**config.mk**
```make
export PLATFORM = sky130hd
export DESIGN_NAME = t0ps_top
export DESIGN_NICKNAME = d
export VERILOG_FILES = /design/src/rtl/t0ps_pkg.sv /design/src/rtl/t0ps_edge_sync.sv /design/src/rtl/t0ps_top.sv
export SDC_FILE = /design/constraint.sdc
export NUM_CORES = 1
export LEC_CHECK = 0
export ABC_AREA = 1
export BUFFER_PORTS_ARGS = -buffer_cell sky130_fd_sc_hd__buf_2
export CORE_ASPECT_RATIO = 1.75
export CORE_MARGIN = 1
export CORE_UTILIZATION = 50
export CTS_CLUSTER_DIAMETER = 200
export DETAILED_ROUTE_END_ITERATION = 7
export PLACE_DENSITY = 0.8
export REMOVE_ABC_BUFFERS = 1
export SYNTH_ARGS = -nofsm -noshare
export SYNTH_HDL_FRONTEND = slang
export SYNTH_SLANG_ARGS = --single-unit
```
**constraint.sdc**
```tcl
create_clock -name mclk -period 2.2 [get_ports mclk]
set_clock_uncertainty 0.1 [all_clocks]
set_input_delay 0 -clock mclk [delete_from_list [all_inputs] [get_ports mclk]]
set_output_delay 0 -clock mclk [all_outputs]
set_load 0.02 [all_outputs]
```
**src/rtl/t0ps_pkg.sv**
```systemverilog
// Constants, register map and carrier types of the timer0 prescaler block
package t0ps_pkg;

   ////////////////////////////////////////////////////////////////////////////
   // Bus and register map
   localparam int ADR_W = 8;
   localparam int DAT_W = 32;
   localparam int CNT_W = 8;
   localparam logic [ADR_W-1:0] OFS_COUNT = 8'h00;
   localparam logic [ADR_W-1:0] OFS_OPTION = 8'h04;
   localparam logic [ADR_W-1:0] OFS_IRQ_CTRL = 8'h08;
   localparam logic [ADR_W-1:0] OFS_IRQ_STAT = 8'h0c;
   localparam logic [ADR_W-1:0] OFS_IRQ_MASK = 8'h10;

   ////////////////////////////////////////////////////////////////////////////
   // Option register fields
   localparam int OPT_PS_LSB = 0;
   localparam int OPT_PS_W = 3;
   localparam int OPT_BYPASS_BIT = 3;
   localparam int OPT_MODE_BIT = 4;
   localparam int OPT_EDGE_BIT = 5;
   localparam int OPT_W = 6;
   localparam logic [OPT_W-1:0] OPT_RST = 6'h0f;

   ////////////////////////////////////////////////////////////////////////////
   // Interrupt control, status and mask fields
   localparam int ICTL_IE_BIT = 0;
   localparam int ICTL_FLAG_BIT = 1;
   localparam int ICTL_W = 2;
   localparam int EVT_OVF_BIT = 0;
   localparam int EVT_WRITE_BIT = 1;
   localparam int EVT_W = 2;
   localparam logic [EVT_W-1:0] MASK_RST = 2'h0;
   localparam logic [CNT_W-1:0] COUNT_RST = 8'h00;
   localparam logic [CNT_W-1:0] COUNT_MAX = 8'hff;

   ////////////////////////////////////////////////////////////////////////////
   // Timing: four mclk phases make one instruction cycle
   localparam int PHASES = 4;
   localparam logic [1:0] PH_Q2 = 2'h1;
   localparam logic [1:0] PH_Q4 = 2'h3;

   typedef enum logic [0:0] {
      t0ps_timer_mode,
      t0ps_counter_mode
   } t0ps_mode_e;

   typedef struct packed {
      logic edge_fall;
      t0ps_mode_e mode;
      logic prescaler_bypass;
      logic [OPT_PS_W-1:0] prescale_select;
   } t0ps_opt_s;

   typedef struct packed {
      logic overflow_flag;
      logic overflow_irq_enable;
   } t0ps_ictl_s;

endpackage : t0ps_pkg

```
**src/rtl/t0ps_edge_sync.sv**
```systemverilog
// Two-phase sampler that aligns the prescaler output to the instruction clock
`timescale 1ns/100ps
module t0ps_edge_sync (
   input wire logic mclk, // System clock
   input wire logic rst, // Synchronous reset, active high
   input wire logic level, // Prescaler output level
   input wire logic samp_q2, // Q2 phase strobe
   input wire logic samp_q4, // Q4 phase strobe
   input wire logic hold, // Freeze while sleeping
   output logic rise // One-cycle rising edge pulse
);

   logic stage1_ff;
   logic stage2_ff;
   logic stage3_ff;
   logic rise_ff;

   // Stage one only feeds stage two
   always_ff @(posedge mclk) begin
      if (rst) begin
         stage1_ff <= 1'b0;
         stage2_ff <= 1'b0;
      end else if (!hold) begin
         if (samp_q2) begin
            stage1_ff <= level;
         end
         if (samp_q4) begin
            stage2_ff <= stage1_ff;
         end
      end
   end

   always_ff @(posedge mclk) begin
      if (rst) begin
         stage3_ff <= 1'b0;
         rise_ff <= 1'b0;
      end else begin
         stage3_ff <= stage2_ff;
         rise_ff <= stage2_ff & ~stage3_ff & ~hold;
      end
   end

   assign rise = rise_ff;

endmodule : t0ps_edge_sync

```
**src/rtl/t0ps_top.sv**
```systemverilog
// Timer0 with private prescaler, overflow flag and Wishbone register slave
`timescale 1ns/100ps
module t0ps_top #(
   parameter int PRE_W = 8 // Prescaler width, one bit per ratio step
) (
   input wire logic mclk, // System clock, 50 MHz
   input wire logic rst, // Synchronous reset, active high
   input wire logic wb_cyc_i, // Wishbone cycle
   input wire logic wb_stb_i, // Wishbone strobe
   input wire logic wb_we_i, // Wishbone write enable
   input wire logic [t0ps_pkg::ADR_W-1:0] wb_adr_i, // Byte address
   input wire logic [3:0] wb_sel_i, // Byte lane selects
   input wire logic [t0ps_pkg::DAT_W-1:0] wb_dat_i, // Write data
   output logic [t0ps_pkg::DAT_W-1:0] wb_dat_o, // Read data
   output logic wb_ack_o, // Wishbone acknowledge
   input wire logic ext_count_input, // External count pin
   input wire logic sleep, // Processor asleep, freezes timer
   output logic overflow_irq, // Forwarded overflow request
   output logic irq // Level interrupt, status and mask
);

   ////////////////////////////////////////////////////////////////////////////
   // Elaboration check

   if (PRE_W < 8) begin : g_pre_w_chk
      $error("PRE_W must be at least 8 to serve ratio 1:256");
   end

   ////////////////////////////////////////////////////////////////////////////
   // Declarations

   t0ps_pkg::t0ps_opt_s opt_ff;
   t0ps_pkg::t0ps_ictl_s ictl;
   logic ie_ff;
   logic flag_ff;
   logic [t0ps_pkg::EVT_W-1:0] stat_ff;
   logic [t0ps_pkg::EVT_W-1:0] mask_ff;
   logic [t0ps_pkg::CNT_W-1:0] count_ff;
   logic [t0ps_pkg::CNT_W-1:0] nxt_count;
   logic [PRE_W-1:0] pre_ff;
   logic [1:0] phase_ff;
   logic pin_ff;
   logic ack_ff;
   logic [t0ps_pkg::DAT_W-1:0] rdat_ff;
   logic ovf_irq_ff;
   logic irq_ff;

   logic bus_req;
   logic wr_req;
   logic rd_req;
   logic lane0;
   logic sel_count;
   logic sel_option;
   logic sel_ictl;
   logic sel_stat;
   logic sel_mask;
   logic wr_count;
   logic wr_option;
   logic wr_ictl;
   logic wr_mask;
   logic rd_stat;
   logic q2;
   logic q4;
   logic src_evt;
   logic pre_evt;
   logic pre_tap;
   logic [PRE_W-1:0] low_ones;
   logic sync_level;
   logic sync_rise;
   logic inc;
   logic ovf;
   logic [t0ps_pkg::EVT_W-1:0] evt;

   ////////////////////////////////////////////////////////////////////////////
   // Bus decode

   assign bus_req = wb_cyc_i & wb_stb_i & ~ack_ff;
   assign wr_req = bus_req & wb_we_i;
   assign rd_req = bus_req & ~wb_we_i;
   // Only the low lane carries register data
   assign lane0 = wb_sel_i[0];
   assign sel_count = (wb_adr_i == t0ps_pkg::OFS_COUNT);
   assign sel_option = (wb_adr_i == t0ps_pkg::OFS_OPTION);
   assign sel_ictl = (wb_adr_i == t0ps_pkg::OFS_IRQ_CTRL);
   assign sel_stat = (wb_adr_i == t0ps_pkg::OFS_IRQ_STAT);
   assign sel_mask = (wb_adr_i == t0ps_pkg::OFS_IRQ_MASK);
   assign wr_count = wr_req & lane0 & sel_count;
   // Named strobes keep each register's write decode in one place
   assign wr_option = wr_req & lane0 & sel_option;
   assign wr_ictl = wr_req & lane0 & sel_ictl;
   assign wr_mask = wr_req & lane0 & sel_mask;
   assign rd_stat = rd_req & sel_stat;

   // Every request, mapped or not, is answered one cycle later
   always_ff @(posedge mclk) begin
      if (rst) begin
         ack_ff <= 1'b0;
      end else begin
         ack_ff <= bus_req;
      end
   end

   // Prescaler has no read path at all
   always_ff @(posedge mclk) begin
      if (rst) begin
         rdat_ff <= '0;
      end else if (rd_req) begin
         rdat_ff <= '0;
         if (sel_count) begin
            rdat_ff[t0ps_pkg::CNT_W-1:0] <= count_ff;
         end else if (sel_option) begin
            rdat_ff[t0ps_pkg::OPT_W-1:0] <= opt_ff;
         end else if (sel_ictl) begin
            rdat_ff[t0ps_pkg::ICTL_W-1:0] <= ictl;
         end else if (sel_stat) begin
            rdat_ff[t0ps_pkg::EVT_W-1:0] <= stat_ff;
         end else if (sel_mask) begin
            rdat_ff[t0ps_pkg::EVT_W-1:0] <= mask_ff;
         end
      end else begin
         rdat_ff <= '0;
      end
   end

   ////////////////////////////////////////////////////////////////////////////
   // Option register

   always_ff @(posedge mclk) begin
      if (rst) begin
         opt_ff <= t0ps_pkg::OPT_RST;
      end else if (wr_option) begin
         opt_ff <= wb_dat_i[t0ps_pkg::OPT_W-1:0];
      end
   end

   ////////////////////////////////////////////////////////////////////////////
   // Instruction clock phases, Q1 to Q4

   // The instruction clock stops in sleep, so the phases hold too
   always_ff @(posedge mclk) begin
      if (rst) begin
         phase_ff <= 2'h0;
      end else if (!sleep) begin
         // Wrap written out so the phase count is one constant
         if (phase_ff == 2'(t0ps_pkg::PHASES - 1)) begin
            phase_ff <= 2'h0;
         end else begin
            phase_ff <= phase_ff + 2'h1;
         end
      end
   end

   assign q2 = (phase_ff == t0ps_pkg::PH_Q2) & ~sleep;
   assign q4 = (phase_ff == t0ps_pkg::PH_Q4) & ~sleep;

   ////////////////////////////////////////////////////////////////////////////
   // Count source

   // Pin level with the chosen polarity, one cycle old
   always_ff @(posedge mclk) begin
      if (rst) begin
         pin_ff <= 1'b0;
      end else begin
         pin_ff <= ext_count_input ^ opt_ff.edge_fall;
      end
   end

   // Timer mode: one event per instruction cycle
   always_comb begin
      if (opt_ff.mode == t0ps_pkg::t0ps_timer_mode) begin
         src_evt = q4;
      end else begin
         src_evt = (ext_count_input ^ opt_ff.edge_fall) & ~pin_ff & ~sleep;
      end
   end

   ////////////////////////////////////////////////////////////////////////////
   // Private prescaler

   // Watchdog has its own divider; nothing outside this block reaches this one
   always_ff @(posedge mclk) begin
      if (rst) begin
         pre_ff <= '0;
      end else if (wr_count) begin
         pre_ff <= '0;
      end else if (src_evt & ~opt_ff.prescaler_bypass) begin
         pre_ff <= pre_ff + PRE_W'(1);
      end
   end

   // Code n divides by 2 to the power n+1
   assign pre_tap = pre_ff[opt_ff.prescale_select];

   // Wrap of the selected bit range marks one prescaled event
   for (genvar g = 0; g < PRE_W; g++) begin : g_low_ones
      if (g == 0) begin : g_first
         assign low_ones[g] = pre_ff[g];
      end else begin : g_next
         assign low_ones[g] = low_ones[g - 1] & pre_ff[g];
      end
   end

   assign pre_evt = src_evt & low_ones[opt_ff.prescale_select];

   // Bypass hands the raw pin level to the edge sampler instead of the prescaler tap
   always_comb begin
      if (opt_ff.prescaler_bypass) begin
         sync_level = ext_count_input ^ opt_ff.edge_fall;
      end else begin
         sync_level = pre_tap;
      end
   end

   ////////////////////////////////////////////////////////////////////////////
   // Counter mode alignment to the instruction clock

   // Two-step sampling costs up to two instruction cycles of latency
   t0ps_edge_sync u_sync (
      .mclk(mclk),
      .rst(rst),
      .level(sync_level),
      .samp_q2(q2),
      .samp_q4(q4),
      .hold(sleep),
      .rise(sync_rise)
   );

   // External pulses narrower than an instruction cycle may be lost
   always_comb begin
      if (sleep) begin
         inc = 1'b0;
      end else if (opt_ff.mode == t0ps_pkg::t0ps_counter_mode) begin
         inc = sync_rise;
      end else if (opt_ff.prescaler_bypass) begin
         inc = src_evt;
      end else begin
         inc = pre_evt;
      end
   end

   ////////////////////////////////////////////////////////////////////////////
   // Count register

   // Count write wins, so a write landing at FFh raises no overflow
   assign ovf = inc & ~wr_count & (count_ff == t0ps_pkg::COUNT_MAX);

   // A write in the same cycle as an increment wins
   always_comb begin
      nxt_count = count_ff;
      if (wr_count) begin
         nxt_count = wb_dat_i[t0ps_pkg::CNT_W-1:0];
      end else if (inc) begin
         nxt_count = count_ff + 8'h01;
      end
   end

   always_ff @(posedge mclk) begin
      if (rst) begin
         count_ff <= t0ps_pkg::COUNT_RST;
      end else begin
         count_ff <= nxt_count;
      end
   end

   ////////////////////////////////////////////////////////////////////////////
   // Overflow flag and enable

   always_ff @(posedge mclk) begin
      if (rst) begin
         ie_ff <= 1'b0;
      end else if (wr_ictl) begin
         ie_ff <= wb_dat_i[t0ps_pkg::ICTL_IE_BIT];
      end
   end

   // Writing 0 clears; writing 1 has no effect; a new overflow wins
   always_ff @(posedge mclk) begin
      if (rst) begin
         flag_ff <= 1'b0;
      end else if (ovf) begin
         flag_ff <= 1'b1;
      end else if (wr_ictl & ~wb_dat_i[t0ps_pkg::ICTL_FLAG_BIT]) begin
         flag_ff <= 1'b0;
      end
   end

   // Separate flops, one word to software
   assign ictl = '{overflow_flag: flag_ff, overflow_irq_enable: ie_ff};

   // No wake output exists; the frozen timer cannot overflow in sleep
   always_ff @(posedge mclk) begin
      if (rst) begin
         ovf_irq_ff <= 1'b0;
      end else begin
         ovf_irq_ff <= flag_ff & ie_ff;
      end
   end

   ////////////////////////////////////////////////////////////////////////////
   // Event status, mask and interrupt line

   assign evt[t0ps_pkg::EVT_OVF_BIT] = ovf;
   assign evt[t0ps_pkg::EVT_WRITE_BIT] = wr_count;

   // Read of status clears it, but an event in that cycle survives
   always_ff @(posedge mclk) begin
      if (rst) begin
         stat_ff <= '0;
      end else if (rd_stat) begin
         stat_ff <= evt;
      end else begin
         stat_ff <= stat_ff | evt;
      end
   end

   always_ff @(posedge mclk) begin
      if (rst) begin
         mask_ff <= t0ps_pkg::MASK_RST;
      end else if (wr_mask) begin
         mask_ff <= wb_dat_i[t0ps_pkg::EVT_W-1:0];
      end
   end

   always_ff @(posedge mclk) begin
      if (rst) begin
         irq_ff <= 1'b0;
      end else begin
         irq_ff <= |(stat_ff & mask_ff);
      end
   end

   ////////////////////////////////////////////////////////////////////////////
   // Outputs

   assign wb_ack_o = ack_ff;
   assign wb_dat_o = rdat_ff;
   assign overflow_irq = ovf_irq_ff;
   assign irq = irq_ff;

endmodule : t0ps_top

```
**After elaboration in Yosys (flattened, before gate mapping)**

Index checks and enable logic that the tools add are counted.

- Bits of input ports: 51
- Output and inout bits: 35
- Register bits after elaboration: 70
- Word-level logic and storage cells: 105

- Order comparisons: 1
- Mux-type cells: 21
- Bitwise logic cells: 42
- Reduce and logical (&&, ||, !) cells: 9
- Add/subtract/negate cells: 3
- Equality and inequality tests: 7

Operators by type and width:

| kind | number |
|---|---|
| AND 1 bit | 29 |
| adder 8 x 1 -> 8 bit (second input constant) | 2 |
| == test 8 x 4 -> 1 bit (second input constant) | 2 |
| two-way mux 8 bit | 2 |
| two-way mux 2 bit | 6 |
| inverter 1 bit | 10 |
| two-way mux 1 bit | 9 |
| == test 8 x 3 -> 1 bit (second input constant) | 1 |
| == test 8 x 5 -> 1 bit (second input constant) | 1 |
| == test 8 bit (second input constant) | 1 |
| logical NOT 8 bit | 1 |
| binary-select mux 1 bit (select 3 bit) | 2 |
| two-way mux 6 bit | 1 |
| OR reduction 2 bit | 3 |
| < comparator 3 x 4 -> 1 bit (second input constant) | 1 |
| two-way mux 4 bit | 1 |
| AND reduction 2 bit | 2 |
| nonzero test 2 bit | 2 |
| OR reduction 3 bit | 1 |
| adder 2 x 1 -> 2 bit (second input constant) | 1 |
| AND 2 bit | 1 |
| == test 2 x 1 -> 1 bit (second input constant) | 1 |
| == test 2 bit (second input constant) | 1 |
| bitwise OR 2 bit | 1 |
| XOR 1 bit | 1 |

**Longest topological paths before layout**

- Depth in word-level cells: 17
- Gate-level depth with buffers: 12
- Gate-level depth less buffers: 12

**Modules after synthesis**

A second synthesis with hierarchy kept.

- Cell total of the unflattened synthesis: 364
- Area total of the unflattened synthesis: 2615.0 um^2

By module, submodules not included:

| module | cells each | sequential area each (um^2) | area each (um^2) | instances |
|---|---|---|---|---|
| t0ps_top | 345 | 840.8 | 2472.4 | 1 |
| t0ps_edge_sync | 19 | 80.1 | 142.6 | 1 |

**Worst setup path after synthesis**

Ideal clock, no wire load.

- Kind: register to register
- From: reg pre_ff[1]
- To: reg count_ff[2] (netlist name)
- Stages on the path, launching flop included: 13
- Slack: 557 ps
- Buffers on the path: 0
- Period minus slack after synthesis: 1643 ps
- Arrival time: 1475 ps
- Data required time: 2032 ps
- Library setup time: 68 ps
- Cell sequence: dfxtp_1 -> ha_1 -> ha_1 -> nand2_1 -> inv_1 -> nand2_1 -> nor2_1 -> nand2_1 -> nand3_1 -> nand2_2 -> nand2_4 -> nand2_1 -> a21oi_2

- Longest elaborated chain between the ends: 14

RTL lines:

| element | line | text |
|---|---|---|
| start: declaration | t0ps_top.sv:40 | `logic [PRE_W-1:0] pre_ff;` |
| start signal: assignment | t0ps_top.sv:187 | `pre_ff <= pre_ff + PRE_W'(1);` |
| AND 1 bit (*) | t0ps_top.sv:199 | `assign low_ones[g] = low_ones[g - 1] & pre_ff[g];` |
| AND 1 bit (6 in a row) | t0ps_top.sv:199 |  |
| binary-select mux 1 bit (select 3 bit) (*) | t0ps_top.sv:203 | `assign pre_evt = src_evt & low_ones[opt_ff.prescale_select];` |
| two-way mux 1 bit (implied by the code) (*) | t0ps_top.sv:203 |  |
| AND 1 bit (*) | t0ps_top.sv:203 |  |
| two-way mux 1 bit (*) | t0ps_top.sv:234 | `end else if (opt_ff.prescaler_bypass) begin` |
| two-way mux 1 bit (*) | t0ps_top.sv:232 | `end else if (opt_ff.mode == t0ps_pkg::t0ps_counter_mode) begin` |
| two-way mux 1 bit (*) | t0ps_top.sv:230 | `if (sleep) begin` |
| nonzero test 2 bit (no line) (*) | -- |  |
| end signal: assignment | t0ps_top.sv:259 | `count_ff <= t0ps_pkg::COUNT_RST;` |
| end signal: assignment | t0ps_top.sv:261 | `count_ff <= nxt_count;` |
| end: declaration | t0ps_top.sv:38 | `logic [t0ps_pkg::CNT_W-1:0] count_ff;` |

Mark *: on every way between the ends. The rest lies on a longest branch, timed or not. The select of a mux whose other input is x is not followed.
A chain may end at the register's enable or synchronous reset.

**Worst setup path after layout**

- From: in wb_stb_i
- To: reg count_ff[3] (netlist name)

- Longest elaborated chain between the ends: 6
- Elaborated cells between the ends (all ways): 7
- Those cells by class: 1 x mux; 5 x bitwise; 1 x reduce/logical

RTL lines:

| element | line | text |
|---|---|---|
| start: declaration | t0ps_top.sv:9 | `input wire logic wb_stb_i,` |
| AND 1 bit (*) (2 in a row) | t0ps_top.sv:77 | `assign bus_req = wb_cyc_i & wb_stb_i & ~ack_ff;` |
| AND 1 bit (*) | t0ps_top.sv:78 | `assign wr_req = bus_req & wb_we_i;` |
| AND 1 bit (*) (2 in a row) | t0ps_top.sv:87 | `assign wr_count = wr_req & lane0 & sel_count;` |
| two-way mux 8 bit / nonzero test 2 bit (equally long branches) | -- |  |

Mark *: on every way between the ends. The rest lies on a longest branch, timed or not.

==> run_results.csv <==
group,metric,value,unit
run_status,status,"finished, final reports clean",
pwr,power_frac_seq,54.6,%
cts,clock_latency,0.31,ns
timing,rsz0062_at_grt,"no",
global_routing,grt_pass1_vias,2188,
floorplan,num_rows,33,
synth,synth.distinct_cells,28,
min_path,hold_class,"in2reg",
pwr,vdd_drop_max,0.000574,V
job,maxCapViolCount,0,
cts,htreeDepth,2,
min_path,holdPathEnd,"wb_dat_o[2]",
pwr,p_sw_share,27.3,%
cells_and_area,nets,453,
routing,via_per_inst,5.32,
floorplan,num_io_pins,86,
critical_path,critPathArrivalTime,2.19,ns
min_path,hold_depth,4,
pwr,combinationalPowerShare,9.2,%
cells_and_area,layout-drive-gt1-share,14.6,%
critical_path,reg2reg_to,"count_ff[3]",
synth,postSynthCellCount,350,
placement,port_buffers,34,
critical_path,crit_required,2.34,ns
critical_path,r2r_cells,12,
synth,synth-seq-cells,46,
cells_and_area,n_antenna_cell,0,
timing,fin_ws,0.146,ns
cells_and_area,layout_commonest_cell,"nand2_1",
timing,maxSlewViolCount,0,
floorplan,die-area,5260,sq um
synth,syn_area,2480,sq um
critical_path,critPathMaxFanout,24,
global_routing,grt-ovfl-total,0,
global_routing,grt_start_max_net_pins,25,
pwr,clkPwrFrac,36.2,%
critical_path,cp-end-kind,"flop",
routing,wirelength,5650,um
floorplan,start_util,52.7,%
synth,synth.top_cell.area_share,37.1,%
timing,hold_violations,0,
cts,cts_buffer_depth,2,
cts,clock-sinks,46,
synth,seq_area_frac_synth,37.1,%
routing,vias,2394,
pwr,pwr_density_cell,541,nW/um^2
cts,clk_pin_slew,0.09,ns
floorplan,coreArea,4710,sq um
placement,dp_hpwl,4040,um
global_routing,grt_pass1_wl,9180,um
critical_path,regToRegStartpoint,"pre_ff[0]",
cts,numCtsBuffers,5,
pwr,p_leak,1.28,nW
timing,timing.final.crit_share,93.4,%
timing,finalSetupTns,0,ns
floorplan,die_h,95.2,um
routing,wl_per_cell,12.6,um
floorplan,die_w,55.2,um
synth,yosysWarnings,0,
pwr,power_switching,0.422,mW
cells_and_area,fillers,448,
synth,synth_top_area_cell,"dfxtp_1",
cts,cts-root-buf,"clkbuf_8",
placement,pre_cts_ws,0.225,ns
critical_path,crit_path_start_kind,"primary input",
min_path,min-delay-start,"wb_adr_i[2]",
critical_path,r2r_slack,0.18,ns
synth,syn_avg_cell_area,7.09,sq um
placement,gp_congestion,0.890,
pwr,power.total,1.54,mW
routing,first_pass_iters,4,
pwr,internal_power,1.12,mW
cells_and_area,synthToLayoutAreaGrowth,15.0,%
cells_and_area,mostFrequentLayoutCells,"nand2_1, dfxtp_1, inv_1",
timing,fin_crit,2.05,ns
cells_and_area,fin_util,60.6,%
routing,drtAntennaViolNets,0,
global_routing,antenna_found_initial,0,
critical_path,worstSetupPathType,"in2reg",
global_routing,grt.total_usage,21.9,%
synth,synth_area_leaders,"dfxtp_1, nand2_1, buf_4",
routing,drc_errors,0,
timing,setup_viol,0,
cts,cts_tree,"built",
routing,drt-initial-drc-count,63,
timing,max_freq,487,MHz
per-layer routing:
layer	global-route usage [%]	up-vias	part of all wire, %
met2	42.0	92	54
li1	-	1191	-
met1	21.2	1088	38
met3	4.07	23	4.6
met4	13.8	0	4.2
met5	0	-	0
logic make-up (layout without fill, tap and decap cells):
| group | Yosys count | in the layout | share of synthesized area (%) |
|---|---|---|---|
| simple gates | 150 | 150 | 27.4 |
| xor+xnor | 7 | 7 | 2.47 |
| buf+inv | 73 | 98 | 15.1 |
| compound gates | 68 | 68 | 15.1 |
| other cells | 1 | 24 | 0.151 |
| flops | 46 | 46 | 37.1 |
| fa+ha+maj | 5 | 5 | 2.52 |
flip-flops by register name, indices dropped and copies added (netlist names), 2 cells and up:
register and cells:
count_ff 8, mask_ff 2, opt_ff 6, phase_ff 2, pre_ff 8, stat_ff 2, wb_dat_o 8
worst max path at each step:
stage	from	to	cells after the start
6_report	wb_stb_i	count_ff[3]	11
5_1_grt	pre_ff[0]	count_ff[3]	12
4_1_cts	wb_stb_i	pre_ff[4]	10
3_5_place_dp	pre_ff[0]	count_ff[1]	12
3_3_place_gp	pre_ff[1]	count_ff[3]	12
2_1_floorplan	pre_ff[1]	count_ff[2]	12
synth_stat cells (all sizes together):
cell	number
o21ai	23
nor3b	1
nand2	78
nand3	29
o211ai	6
a21oi	35
nand4	8
o22ai	3
conb	1
clkbuf	4
ha	5
nor4	2
a31oi	1
buf	28
inv	41
nor2	25
xor2	7
nor3	7
dfxtp	46
area by class of cell:
cell class	instances	area [sq um]	area share (%)
sequential	46	922	32.3
inverter	41	154	5.39
tap	52	65.1	2.28
timing repair buffer	49	320	11.2
clock buffer	5	68.8	2.41
clock inverter	3	26.3	0.921
multi-input combinational	254	1300	45.4
power groups by stage:
stage | registers (mW) | clock network [mW] | logic (mW)
2_1_floorplan | 0.863 | 0 | 0.0722
3_3_place_gp | 0.862 | 0 | 0.115
3_5_place_dp | 0.863 | 0 | 0.117
4_1_cts | 0.843 | 0.567 | 0.138
5_1_grt | 0.845 | 0.598 | 0.156
6_report | 0.843 | 0.559 | 0.142
through the flow:
stage | std cells | hold WS, ns | instance area (sq um)
final | 450 | 0.0207 | 2850
after global routing | 450 | 0.0452 | 2850
after CTS | 450 | 0.00587 | 2830
after detailed placement | 427 | 0.155 | 2580
after global placement | 427 | 0.159 | 2580
after floorplan | 341 | -0.0376 | 2340
critical path: stages:
cell and delay [ns]:
dlygate4sd3_1 0.53, buf_2 0.10, nand2_1 0.03, dlygate4sd3_1 0.54, nor2_1 0.12, nand3_1 0.16
inv_2 0.18, nand2_8 0.15, o21ai_1 0.18, nand2_1 0.08, a21oi_2 0.12
repair_timing:
action,4_1_cts,5_1_grt
endpoints found under the setup margin,0,27
resized for setup,0,8
hold buffers,15,0
buffers inserted,0,0
endpoints found under the hold margin,24,0
(Power assumes the default switching activity.)
